--- src/pkg/ddr_bank_defs.svh ---
`ifndef DDR_BANK_DEFS_SVH
`define DDR_BANK_DEFS_SVH
`define CLK_PERIOD_NS 100
`define T_RP_NS 15
`define RP_CYC ((`T_RP_NS + `CLK_PERIOD_NS - 1) / `CLK_PERIOD_NS)
`define T_RAS_NS 40
`define RAS_CYC ((`T_RAS_NS + `CLK_PERIOD_NS - 1) / `CLK_PERIOD_NS)
`define T_RFC_NS 70
`define RFC_CYC ((`T_RFC_NS + `CLK_PERIOD_NS - 1) / `CLK_PERIOD_NS)
`define T_XSNR_NS 75
`define XSNR_CYC ((`T_XSNR_NS + `CLK_PERIOD_NS - 1) / `CLK_PERIOD_NS)
`define XSRD_CYC 200
`define T_REFI_NS 7800
`define REFI_CYC (`T_REFI_NS / `CLK_PERIOD_NS)
`define MAX_POSTED 8
`define BURST_CYC 2
`define A10_BIT 10
`define ADDR_W 13
`define ROW_CNT_W 13
`endif

--- src/pkg/ddr_bank_pkg.sv ---
package ddr_bank_pkg;
  typedef enum logic [2:0] {
    CMD_NOP, CMD_ACT, CMD_READ, CMD_WRITE, CMD_PRE, CMD_REF, CMD_SREF,
    CMD_EMRS_DLL
  } cmd_e;
  typedef enum logic [1:0] {
    BANK_IDLE, BANK_ACTIVE, BANK_PRECHARGING
  } bank_e;
  typedef enum logic [2:0] {
    DEV_NORMAL, DEV_REFRESH, DEV_SELF_REFRESH, DEV_PRE_PD, DEV_ACT_PD
  } dev_e;
  typedef logic [7:0] cnt_t;
endpackage

--- src/pkg/ddr_link_if.sv ---
`timescale 1ns/1ps
interface ddr_link_if;
  logic cke;
  ddr_bank_pkg::cmd_e cmd;
  logic [1:0] ba;
  logic [12:0] addr;
  modport ctrl (output cke, output cmd, output ba, output addr);
  modport dram (input cke, input cmd, input ba, input addr);
endinterface

--- src/ddr_bank_dev.sv ---
`timescale 1ns/1ps
`include "ddr_bank_defs.svh"
// Behaviour
// - Activation waits precharge time after PRECHARGE
// - A10 high precharges all, else BA bank
// - Precharged bank idle; activate before access
// - PRECHARGE to idle/precharging bank is NOP
// - Other-bank access allowed during auto precharge
// - A10 on READ/WRITE auto precharges bank
// - Auto precharge waits for row-active minimum
// - No command to bank until precharge done
// - Refresh rows come from internal counter
// - Refresh each interval, at most eight posted; REF only on request, interval and posted count not tracked
// - CKE high throughout refresh period
// - Only NOP during refresh; banks precharged first
// - Self refresh: DLL off, inputs except CKE ignored
// - Self refresh entry only with all idle
// - NOP only for exit time after self refresh
// - DLL reset and 200 cycles before READ
// - Self refresh re-entry after full refresh
// - Frequency change in self refresh needs DLL reset
// - CKE high until access completes
// - CKE low enters precharge or active power-down
// - Power-down disables buffers, freezes DLL if idle
// - CKE high with NOP exits power-down
module ddr_bank_dev (
  // Clock and reset
  input wire logic clock,
  input wire logic rst_n,
  // Link
  ddr_link_if.dram link,
  // Status
  output logic [7:0] bank_state,
  output ddr_bank_pkg::dev_e dev_state,
  output logic dll_on,
  output logic buffers_on,
  output logic cmd_ok,
  output logic [12:0] refresh_row
);
  import ddr_bank_pkg::*;

  bank_e bank_ff [4];
  bank_e nxt_bank [4];
  cnt_t tmr_ff [4];
  cnt_t nxt_tmr [4];
  cnt_t ras_ff [4];
  cnt_t nxt_ras [4];
  logic [3:0] ap_ff;
  logic [3:0] nxt_ap;
  dev_e dev_ff;
  dev_e nxt_dev;
  cnt_t dev_tmr_ff;
  cnt_t nxt_dev_tmr;
  logic [12:0] row_ff;
  logic dll_ff;
  logic ok_ff;

  wire cke = link.cke;
  wire cmd_e cmd = link.cmd;
  wire a10 = link.addr[`A10_BIT];
  wire is_nop = (cmd == CMD_NOP);
  wire normal = (dev_ff == DEV_NORMAL);
  wire any_open = (bank_ff[0] == BANK_ACTIVE) | (bank_ff[1] == BANK_ACTIVE)
    | (bank_ff[2] == BANK_ACTIVE) | (bank_ff[3] == BANK_ACTIVE);
  wire all_idle = (bank_ff[0] == BANK_IDLE) & (bank_ff[1] == BANK_IDLE)
    & (bank_ff[2] == BANK_IDLE) & (bank_ff[3] == BANK_IDLE);

  function automatic cnt_t dec(input cnt_t v);
    dec = (v == 8'h00) ? 8'h00 : v - 8'h01;
  endfunction

  always_comb begin
    nxt_dev = dev_ff;
    nxt_dev_tmr = dec(dev_tmr_ff);
    for (int b = 0; b < 4; b++) begin
      nxt_bank[b] = bank_ff[b];
      nxt_tmr[b] = dec(tmr_ff[b]);
      nxt_ras[b] = dec(ras_ff[b]);
      nxt_ap[b] = ap_ff[b];
      if (bank_ff[b] == BANK_PRECHARGING && tmr_ff[b] <= 8'h01)
        nxt_bank[b] = BANK_IDLE;
      if (bank_ff[b] == BANK_ACTIVE && ap_ff[b] && ras_ff[b] <= 8'h01
          && tmr_ff[b] <= 8'h01) begin
        nxt_bank[b] = BANK_PRECHARGING;
        nxt_tmr[b] = cnt_t'(`RP_CYC);
        nxt_ap[b] = 1'b0;
      end
    end
    case (dev_ff)
      DEV_NORMAL: begin
        if (!cke) begin
          // Self refresh is the SREF code registered with CKE low and all banks idle
          if (cmd == CMD_SREF && all_idle)
            nxt_dev = DEV_SELF_REFRESH;
          else
            nxt_dev = any_open ? DEV_ACT_PD : DEV_PRE_PD;
        end else begin
          case (cmd)
            CMD_ACT: begin
              if (bank_ff[link.ba] == BANK_IDLE) begin
                nxt_bank[link.ba] = BANK_ACTIVE;
                nxt_ras[link.ba] = cnt_t'(`RAS_CYC);
              end
            end
            CMD_READ, CMD_WRITE: begin
              if (bank_ff[link.ba] == BANK_ACTIVE && a10) begin
                nxt_ap[link.ba] = 1'b1;
                nxt_tmr[link.ba] = cnt_t'(`BURST_CYC);
              end
            end
            CMD_PRE: begin
              for (int b = 0; b < 4; b++) begin
                if ((a10 || link.ba == b[1:0])
                    && bank_ff[b] == BANK_ACTIVE) begin
                  nxt_bank[b] = BANK_PRECHARGING;
                  nxt_tmr[b] = cnt_t'(`RP_CYC);
                  nxt_ap[b] = 1'b0;
                end
              end
            end
            CMD_REF: begin
              nxt_dev = DEV_REFRESH;
              nxt_dev_tmr = cnt_t'(`RFC_CYC);
            end
            default: begin
            end
          endcase
        end
      end
      DEV_REFRESH: begin
        if (dev_tmr_ff <= 8'h01)
          nxt_dev = DEV_NORMAL;
      end
      DEV_SELF_REFRESH: begin
        if (cke) begin
          nxt_dev = DEV_NORMAL;
        end
      end
      DEV_PRE_PD, DEV_ACT_PD: begin
        if (cke && is_nop)
          nxt_dev = DEV_NORMAL;
      end
      default: nxt_dev = DEV_NORMAL;
    endcase
  end

  // Refresh row advances once per command, so posted refreshes stay in order
  wire row_step = normal && cke && cmd == CMD_REF;

  always_ff @(posedge clock) begin
    if (!rst_n) begin
      for (int b = 0; b < 4; b++) begin
        bank_ff[b] <= BANK_IDLE;
        tmr_ff[b] <= 8'h00;
        ras_ff[b] <= 8'h00;
      end
      ap_ff <= 4'h0;
      dev_ff <= DEV_NORMAL;
      dev_tmr_ff <= 8'h00;
      row_ff <= 13'h0000;
      dll_ff <= 1'b1;
      ok_ff <= 1'b0;
    end else begin
      for (int b = 0; b < 4; b++) begin
        bank_ff[b] <= nxt_bank[b];
        tmr_ff[b] <= nxt_tmr[b];
        ras_ff[b] <= nxt_ras[b];
      end
      ap_ff <= nxt_ap;
      dev_ff <= nxt_dev;
      dev_tmr_ff <= nxt_dev_tmr;
      if (row_step)
        row_ff <= row_ff + 13'h0001;
      dll_ff <= !(nxt_dev == DEV_SELF_REFRESH
        || nxt_dev == DEV_PRE_PD);
      ok_ff <= (nxt_dev == DEV_NORMAL);
    end
  end

  always_comb begin
    for (int b = 0; b < 4; b++)
      bank_state[2*b +: 2] = bank_ff[b];
  end
  assign dev_state = dev_ff;
  assign dll_on = dll_ff;
  assign buffers_on = ok_ff;
  assign cmd_ok = ok_ff;
  assign refresh_row = row_ff;
endmodule

--- src/flat_wrapper.sv ---
// flat-port wrapper written by rule: the top's interface ports become plain ports
module ddr_bank_dev_flat import ddr_bank_pkg::*;
  (clock, rst_n, bank_state, dev_state, dll_on, buffers_on, cmd_ok, refresh_row, link_cke, link_cmd, link_ba, link_addr);
  ddr_link_if link_i ();
  input wire logic clock;
  input wire logic rst_n;
  output logic [7:0] bank_state;
  output ddr_bank_pkg::dev_e dev_state;
  output logic dll_on;
  output logic buffers_on;
  output logic cmd_ok;
  output logic [12:0] refresh_row;
  input wire logic [$bits(link_i.cke)-1:0] link_cke;
  input wire logic [$bits(link_i.cmd)-1:0] link_cmd;
  input wire logic [$bits(link_i.ba)-1:0] link_ba;
  input wire logic [$bits(link_i.addr)-1:0] link_addr;
  assign link_i.cke = link_cke;
  assign link_i.cmd = link_cmd;
  assign link_i.ba = link_ba;
  assign link_i.addr = link_addr;
  ddr_bank_dev u_core (.clock(clock), .rst_n(rst_n), .link(link_i), .bank_state(bank_state), .dev_state(dev_state), .dll_on(dll_on), .buffers_on(buffers_on), .cmd_ok(cmd_ok), .refresh_row(refresh_row));
endmodule
--- config.mk ---
export PLATFORM = sky130hd
export DESIGN_NAME = ddr_bank_dev_flat
export DESIGN_NICKNAME = d
export VERILOG_FILES = /design/src/pkg/ddr_bank_pkg.sv /design/src/pkg/ddr_link_if.sv /design/src/ddr_bank_dev.sv /design/src/flat_wrapper.sv
export VERILOG_INCLUDE_DIRS = /design/src /design/src/pkg
export SDC_FILE = /design/constraint.sdc
export NUM_CORES = 1
export LEC_CHECK = 0
export BUFFER_PORTS_ARGS = -buffer_cell sky130_fd_sc_hd__buf_2
export CORE_MARGIN = 3
export CORE_UTILIZATION = 40
export DETAILED_ROUTE_END_ITERATION = 12
export SLEW_MARGIN = 40
export SYNTH_ARGS = -nofsm -noshare
export SYNTH_HDL_FRONTEND = slang
export SYNTH_SLANG_ARGS = --single-unit
--- constraint.sdc ---
create_clock -name clock -period 3 [get_ports clock]
set_clock_uncertainty 0.15 [all_clocks]
set_input_delay 0.6 -clock clock [delete_from_list [all_inputs] [get_ports clock]]
set_output_delay 0.6 -clock clock [all_outputs]
set_load 0.01 [all_outputs]
After elaboration in Yosys (flattened, before gate mapping)
Memories as Yosys holds them, arrays and structs flattened.
Cells that the tools add are included.
- multiplexer cells: 84
- reduce and logical (&&, ||, !) cells: 53
- add/sub/neg operators: 10
- bitwise operators: 29
- equal/unequal tests: 24
- order comparisons: 13
- operators with widths (cell ; number):
    $mux 8 ; 32
    $mux 32 ; 7
    $le 8x1->1 const B ; 9
    $logic_not 8->1 ; 9
    $sub 8x1->8 const B ; 9
    $pmux 32 s2 ; 1
    $and 28x28->28 ; 2
    $not 28->28 ; 2
    $mux 2 ; 17
    $logic_and 1x1->1 ; 27
    $mux 3 ; 7
    $eq 3x2->1 const B ; 6
    $demux 8 s2 ; 1
    $or 4x4->4 ; 4
    $pmux 8 s2 ; 1
    $or 1x1->1 ; 15
    $add 13x1->13 const B ; 1
    $eq 2x1->1 const B ; 6
    $eq 2x2->1 const B ; 6
    $eq 3x3->1 const B ; 4
    $logic_not 2->1 ; 6
    $mux 4 ; 3
    $pmux 3 s4 ; 1
    $mux 1 ; 11
    other kinds (16) ; 26
- memories: 3
- memory bits (writable): 72
- logic and storage cells: 222
- output and inout bits: 27
- bits in registers: 30
- input bits: 21
- memories (memory ; depth ; width ; read ports ; clocked after Yosys merged registers in ; wr ports ; RTL line ; RTL):
    u_core.ras_ff ; 4 ; 8 ; 4 ; 0 ; 4 ; ddr_bank_dev.sv:46 ; cnt_t ras_ff [4];
    u_core.tmr_ff ; 4 ; 8 ; 4 ; 0 ; 4 ; ddr_bank_dev.sv:44 ; cnt_t tmr_ff [4];
    u_core.bank_ff ; 4 ; 2 ; 5 ; 0 ; 4 ; ddr_bank_dev.sv:42 ; bank_e bank_ff [4];

Depth between registers and ports, before layout
Gate-level depths: netlist of the first run.
- depth after elaboration: 12
- mapped depth: 8
- gate-level depth less buffers: 7

Worst setup path after synthesis of the first run
Ideal clock, no wire load.
- path kind: input to register
- start point: input link_ba[0]
- end point: memory u_core.ras_ff[0][2] (netlist name)
- stages: 6
- data required time: 2.728 ns
- arrival time: 2.516 ns
- slack: 0.212 ns
- buffers on the path: 1
- library setup time: 0.122 ns
- cell sequence: clkbuf_1 mux4_2 or4_4 or4_4 o211ai_2 nor2_1
- RTL lines (element ; RTL line ; RTL):
    start: declaration ; flat_wrapper.sv:15 ; input wire logic [$bits(link_i.ba)-1:0] link_ba;
    end: declaration ; ddr_bank_dev.sv:46 ;

==> results of run 1 <==
==> through the flow <==
stage | hold WS, ns | total power (W)
final | 0.301 | 0.00542
after global placement | 0.300 | 0.00412
after floorplan | 0.278 | 0.00376
after CTS | 0.311 | 0.00547
after global routing | 0.335 | 0.00590
after detailed placement | 0.300 | 0.00418
==> synth_stat cells (5+ instances only) <==
cell | instances | area (sq um)
nor3b_1 | 5 | 37.5
dfxtp_1 | 102 | 2040
xnor2_1 | 37 | 324
xor2_1 | 10 | 87.6
inv_1 | 27 | 101
nand2_1 | 39 | 146
o211ai_1 | 5 | 37.5
nand4_1 | 11 | 68.8
nor2b_1 | 9 | 56.3
nand2b_1 | 9 | 56.3
nor4_1 | 20 | 125
nor2_1 | 83 | 312
a21oi_1 | 37 | 185
and3_1 | 6 | 37.5
or4_1 | 7 | 52.6
nor3_1 | 28 | 140
nand3_1 | 22 | 110
ha_1 | 19 | 238
clkbuf_1 | 8 | 30.0
o31ai_1 | 8 | 60.1
o21ai_0 | 22 | 110
or3_1 | 6 | 37.5
o21a_1 | 8 | 60.1
==> final timing paths <==
| check | from | endpoint | cells after the start |
|---|---|---|---|
| min | u_core.ap_ff[1] | u_core.ap_ff[1] | 2 |
| max | u_core.dev_state[1] | u_core.ras_ff[0][7] | 5 |
| max reg2reg | u_core.dev_state[1] | u_core.ras_ff[0][7] | 5 |
| min reg2reg | u_core.ap_ff[1] | u_core.ap_ff[1] | 2 |
==> area by class of cell <==
| class | count | area, sq um |
|---|---|---|
| clock buffers | 10 | 239 |
| clock inverters | 6 | 85.1 |
| fillers | 1139 | 6110 |
| inverters | 27 | 101 |
| multi-input cells | 435 | 2690 |
| flip-flops and latches | 102 | 2040 |
| well taps | 143 | 179 |
| repair buffers | 40 | 213 |
==> report_power, final <==
part	internal (W)	switching, W
sequential	0.00171	0.000328
clock	0.000750	0.000502
combinational	0.000954	0.00117
==> sequential cells by signal (all words and copies together), names as in the netlist <==
| signal | cells |
|---|---|
| u_core.ap_ff | 4 |
| u_core.bank_ff | 8 |
| u_core.buffers_on | 1 |
| u_core.dev_state | 3 |
| u_core.dev_tmr_ff | 8 |
| u_core.dll_on | 1 |
| u_core.ras_ff | 32 |
| u_core.refresh_row | 13 |
| u_core.tmr_ff | 32 |
==> kinds of logic (layout without fill, tap and decap cells) <==
family                   Yosys count  after routing  synth area share (%)
AO/OA/AOI/OAI                    101            101                  13.0
XOR/XNOR                          47             47                  8.44
buffers and inverters             37             83                  2.95
adder cells (fa/ha/maj)           19             19                  4.88
multiplexers                       6              6                  1.54
AND/OR/NAND/NOR                  262            262                  27.3
flip-flops                       102            102                  41.9
==> cells in the final DEF (no fill, tap or decap), types with 7 or more instances in the layout <==
cell       instances
dfxtp_1          102
nor2_1            83
nand2_1           39
a21oi_1           37
xnor2_1           37
buf_2             35
nor3_1            28
inv_1             27
nand3_1           22
o21ai_0           22
nor4_1            20
ha_1              19
nand4_1           11
xor2_1            10
nor2b_1            9
nand2b_1           9
clkbuf_16          9
o31ai_1            8
o21a_1             8
or4_1              7
==> per-layer routing <==
metal  GRT usage [%]  share of wire (%)
met5               0                  0
met4            4.10               0.98
met3            5.28                5.1
met2            27.1                 46
met1            21.4                 47
==> worst register-to-register path, delay by kind of cell (launching register included) <==
kind	cells	cell delay (ns)
compound gates	1	0.15
flops	1	0.38
simple gates	4	1.74
==> summary.txt, run 1 <==
Hold-fix buffers, CTS -> 0
Seq cells post-synth -> 102
CP bufs+invs -> 0
Share of flip-flops with an asynchronous set or reset -> 0%
Crit Path Class -> flip-flop to flip-flop
Crit path cell chain -> or4b_1 > or4_4 > or4_4 > o211ai_2 > nor2_1
H-tree depth -> 3
Yosys warns -> 0
Vias in the first global route -> 3858
IO buf count -> 35
Worst slew margin -> 58.9%
Num CTS Buffers -> 9
Worst setup SP type -> flip-flop
Status -> completed
Synth Flop Type -> dfxtp_1
Clk pin slew, worst setup/hold paths -> 0.07 ns
RSZ-0062 raised after global routing -> no
Total global-route track usage -> 16.6%
Final setup TNS -> 0 ns
Final nets -> 655
Top cell by count, worst path -> or4_4
Number of synthesized flops with an enable pin -> 0
Antenna violations before repair -> 0
CTS tree -> built
Die Ht -> 116 microns
Final worst-path setup slack -> 0.467 ns
Net Count, Synth -> 614
Slew @ Worst Pin -> 0.610 ns
Slowest library cell on the worst path -> or4b_1
Worst IR drop on VDD -> 0.517 mV
Starting Density -> 41.8%
Setup-failing EPs final -> 0
Post-DP Area -> 5230 sq um
Register area share after synthesis -> 41.9%
DP Cell Count -> 747
Sink Count -> 102
Drt wl/cell -> 13.9 microns
Fin crit share -> 84.4%
Resized Gates After CTS -> 0
Cell Area, Synth -> 4880 sq um
GRT Residual Overflow -> 0
Via count -> 4091
Mapped Cells -> 574
First-pass GRT wire length -> 18200 microns
DR pass1 iterations -> 4
RePlAce Congestion -> 0.812
Crit-path max FO -> 8
Core box area -> 11700 sq um
Worst EP required -> 3.08 ns
Syn avg cell area -> 8.49 sq um
R2R Setup Slk -> 0.47 ns
I/O pin count -> 48
Vias per cell -> 5.36
Finished Layout Cells -> 763
Max clock buf depth -> 2
Largest net degree at the start of global routing -> 20
Clock root buffer -> clkbuf_16
PD cells -> 976 nW/um^2
DRT iter0 DRCs -> 199
Area grow syn2layout -> 13.8%
Post-CTS setup-driven buffer insertion count -> 0
DRC -> 0
Post-route cell area -> 5550 sq um
P_leak -> 2.20 nW
Row cnt -> 39
Routed Wire Length -> 10600 microns
Cell family with the largest share of critical-path delay -> simple AND/OR/NAND/NOR gates
Largest stage delay, worst path -> 0.60 ns
Min Clock Period, post-route -> 2.53 ns
Layout cells sized above 1 -> 11.1%
Hold WC Path Type -> flip-flop to flip-flop
Number of max-cap violations -> 0
Placement Setup Slack -> 0.222 ns
Routed Antenna Nets -> 0
N_diodes -> 0
Arrival time of the worst setup path -> 2.61 ns
Detail Placement HPWL -> 7800 microns
Worst setup EP type -> flip-flop
Synth cell types -> 50
DIE AREA -> 13600 sq um
Hold Fails Final Rpt -> 0
Slew Limit Fails -> 0
Clock Latency Late Sink -> 0.35 ns
Die outline width -> 116 microns
Core Util, Final -> 47.6%
Maximum clock rate -> 395 MHz
Power figures use the tool's default switching activity.
==> inputs of run 2 (changes only) <==
clock period = 2.05 ns   (was 3 ns; I/O delays follow)
==> run 2 against run 1 <==
Net effect: the flow now finishes with violations (setup timing); cell area increased by 12%; first-iteration DRC count is 25% higher; sequential share of layout area shrank 3.9 points; global-route usage rose by 1.2 points; combinational power is 75% higher; register-to-register slack worse by 0.76 ns; core utilization up 5.7 points; non-clock buffer count increased by 55; via count increased by 6.2%; sequential power is 45% higher; critical path type unchanged.
==> summary.txt, run 2 (synthesis results as in run 1) <==
Min Clock Period, post-route -> 2.35 ns
Worst setup EP type -> flip-flop
Placement Setup Slack -> -0.478 ns
Worst setup SP type -> flip-flop
Maximum clock rate -> 426 MHz
Slowest library cell on the worst path -> or4_4
Crit path depth -> 5
Routed Antenna Nets -> 0
Number of max-cap violations -> 0
Slew Limit Fails -> 0
Most frequent cells in the layout -> dfxtp_1 (100), nor2_1 (78), buf_4 (56), xnor2_1 (37)
Vias per cell -> 5.31
Fillers -> 1070
RR Startpoint -> u_core.dev_state[1]
Antenna violations before repair -> 0
Worst Setup EP -> u_core.ras_ff[0][7]
Drt wl/cell -> 14.0 microns
Sink Count -> 102
Hold-fix buffers, CTS -> 0
First-pass GRT wire length -> 19300 microns
Starting Density -> 41.8%
R2R Setup Slk -> -0.30 ns
Hold_sp -> u_core.ap_ff[1]
Num CTS Buffers -> 9
Clock root buffer -> clkbuf_16
GRT Residual Overflow -> 0
Core box area -> 11700 sq um
Crit-path max FO -> 5
Vias in the first global route -> 4170
Arrival time of the worst setup path -> 2.43 ns
Worst IR drop on VDD -> 0.913 mV
Failing checks -> setup timing
M1 GR Usage -> 22.7%
Total global-route track usage -> 17.8%
Setup-failing EPs final -> 76
DRT iter0 DRCs -> 249
CTS tree -> built
Largest net degree at the start of global routing -> 21
Total power -> 0.00840 W
Core Util, Final -> 53.3%
Status -> complete, but fails checks
Worst EP required -> 2.14 ns
Slew @ Worst Pin -> 0.590 ns
Grt peak-use layer -> met2
Via count -> 4345
H-tree depth -> 3
I/O pin count -> 48
PD cells -> 1350 nW/um^2
FF-to-FF End -> u_core.ras_ff[0][7]
RePlAce Congestion -> 0.791
Final worst-path setup slack -> -0.295 ns
Most common cell after layout, fill and taps aside -> dfxtp_1
Cell family with the largest share of critical-path delay -> simple AND/OR/NAND/NOR gates
Hold WC Path Type -> flip-flop to flip-flop
Die Ht -> 116 microns
Max clock buf depth -> 2
Area grow syn2layout -> 27.5%
DRC -> 0
Crit Path Class -> flip-flop to flip-flop
Fin crit share -> 114%
Hold Path Stages -> 2
Row cnt -> 39
Hold Fails Final Rpt -> 0
CP bufs+invs -> 0
Final nets -> 711
Top cell by count, worst path -> or4_4
P_leak -> 2.51 nW
Die outline width -> 116 microns
CP startpoint -> u_core.dev_state[1]
RSZ-0062 raised after global routing -> yes
Largest stage delay, worst path -> 0.54 ns
DR pass1 iterations -> 5
DIE AREA -> 13600 sq um
Hold Slack -> 0.318 ns
R2r worst-path depth -> 5
IO buf count -> 35
Worst slew margin -> 60.2%
Met2 usage -> 29.3%
Routed Wire Length -> 11500 microns
GR Layer Usage met3 -> 5.28%
N_diodes -> 0
Clock Latency Late Sink -> 0.35 ns
Detail Placement HPWL -> 8440 microns
Crit path cell chain -> or4b_4 > or4_4 > or4_4 > o211ai_4 > nor2_1
Clk pin slew, worst setup/hold paths -> 0.07 ns
Layout cells sized above 1 -> 24.4%
[run 2: routing by layer]
layer,vias up,routed length (microns)
met5,-,0
met4,0,93
met3,7,476
met2,83,5480
met1,2024,5450
li1,2231,-
[run 2: tightest hold or removal path, cell delays in order (launching register included)]
cell	delay, ns
dfxtp_1	0.32
nand2_1	0.05
a21oi_1	0.05
[run 2: worst min path at each step]
stage / endpoint / slack (ns)
after floorplan: u_core.ap_ff[1] / 0.28
after global placement: u_core.ap_ff[0] / 0.30
after detailed placement: u_core.ap_ff[1] / 0.31
after CTS: u_core.ap_ff[1] / 0.32
after global routing: u_core.ap_ff[1] / 0.33
final: u_core.ap_ff[1] / 0.32
[run 2: layout make-up]
class	instances	area [sq um]	share of cell area [%]
clock buffers	11	243	3.91
clock inverters	5	58.8	0.946
inverters	27	101	1.63
multi-input cells	436	2950	47.4
flip-flops and latches	102	2050	32.9
well taps	143	179	2.88
repair buffers	95	641	10.3
[run 2: report_power, final]
group	internal, W	leakage [nW]	switching [W]
logic	0.00176	1.53	0.00197
registers	0.00250	0.838	0.000444
clock network	0.000980	0.142	0.000746
total	0.00524	2.51	0.00316
[run 2: what timing repair did]
action,CTS,global route
gates cloned,1,0
pin swaps,15,12
setup endpoints to repair,73,95
setup buffers,3,4
resized for setup,29,27
[run 2: stage by stage]
| stage | instances | TNS (ns) | area (sq um) |
|---|---|---|---|
| finish | 819 | -13.93 | 6210 |
| global route | 819 | -18.10 | 6210 |
| CTS | 817 | -12.48 | 6070 |
| detailed placement | 798 | -25.71 | 5640 |
| global placement | 798 | -23.71 | 5640 |
| floorplan | 574 | -12.39 | 4930 |
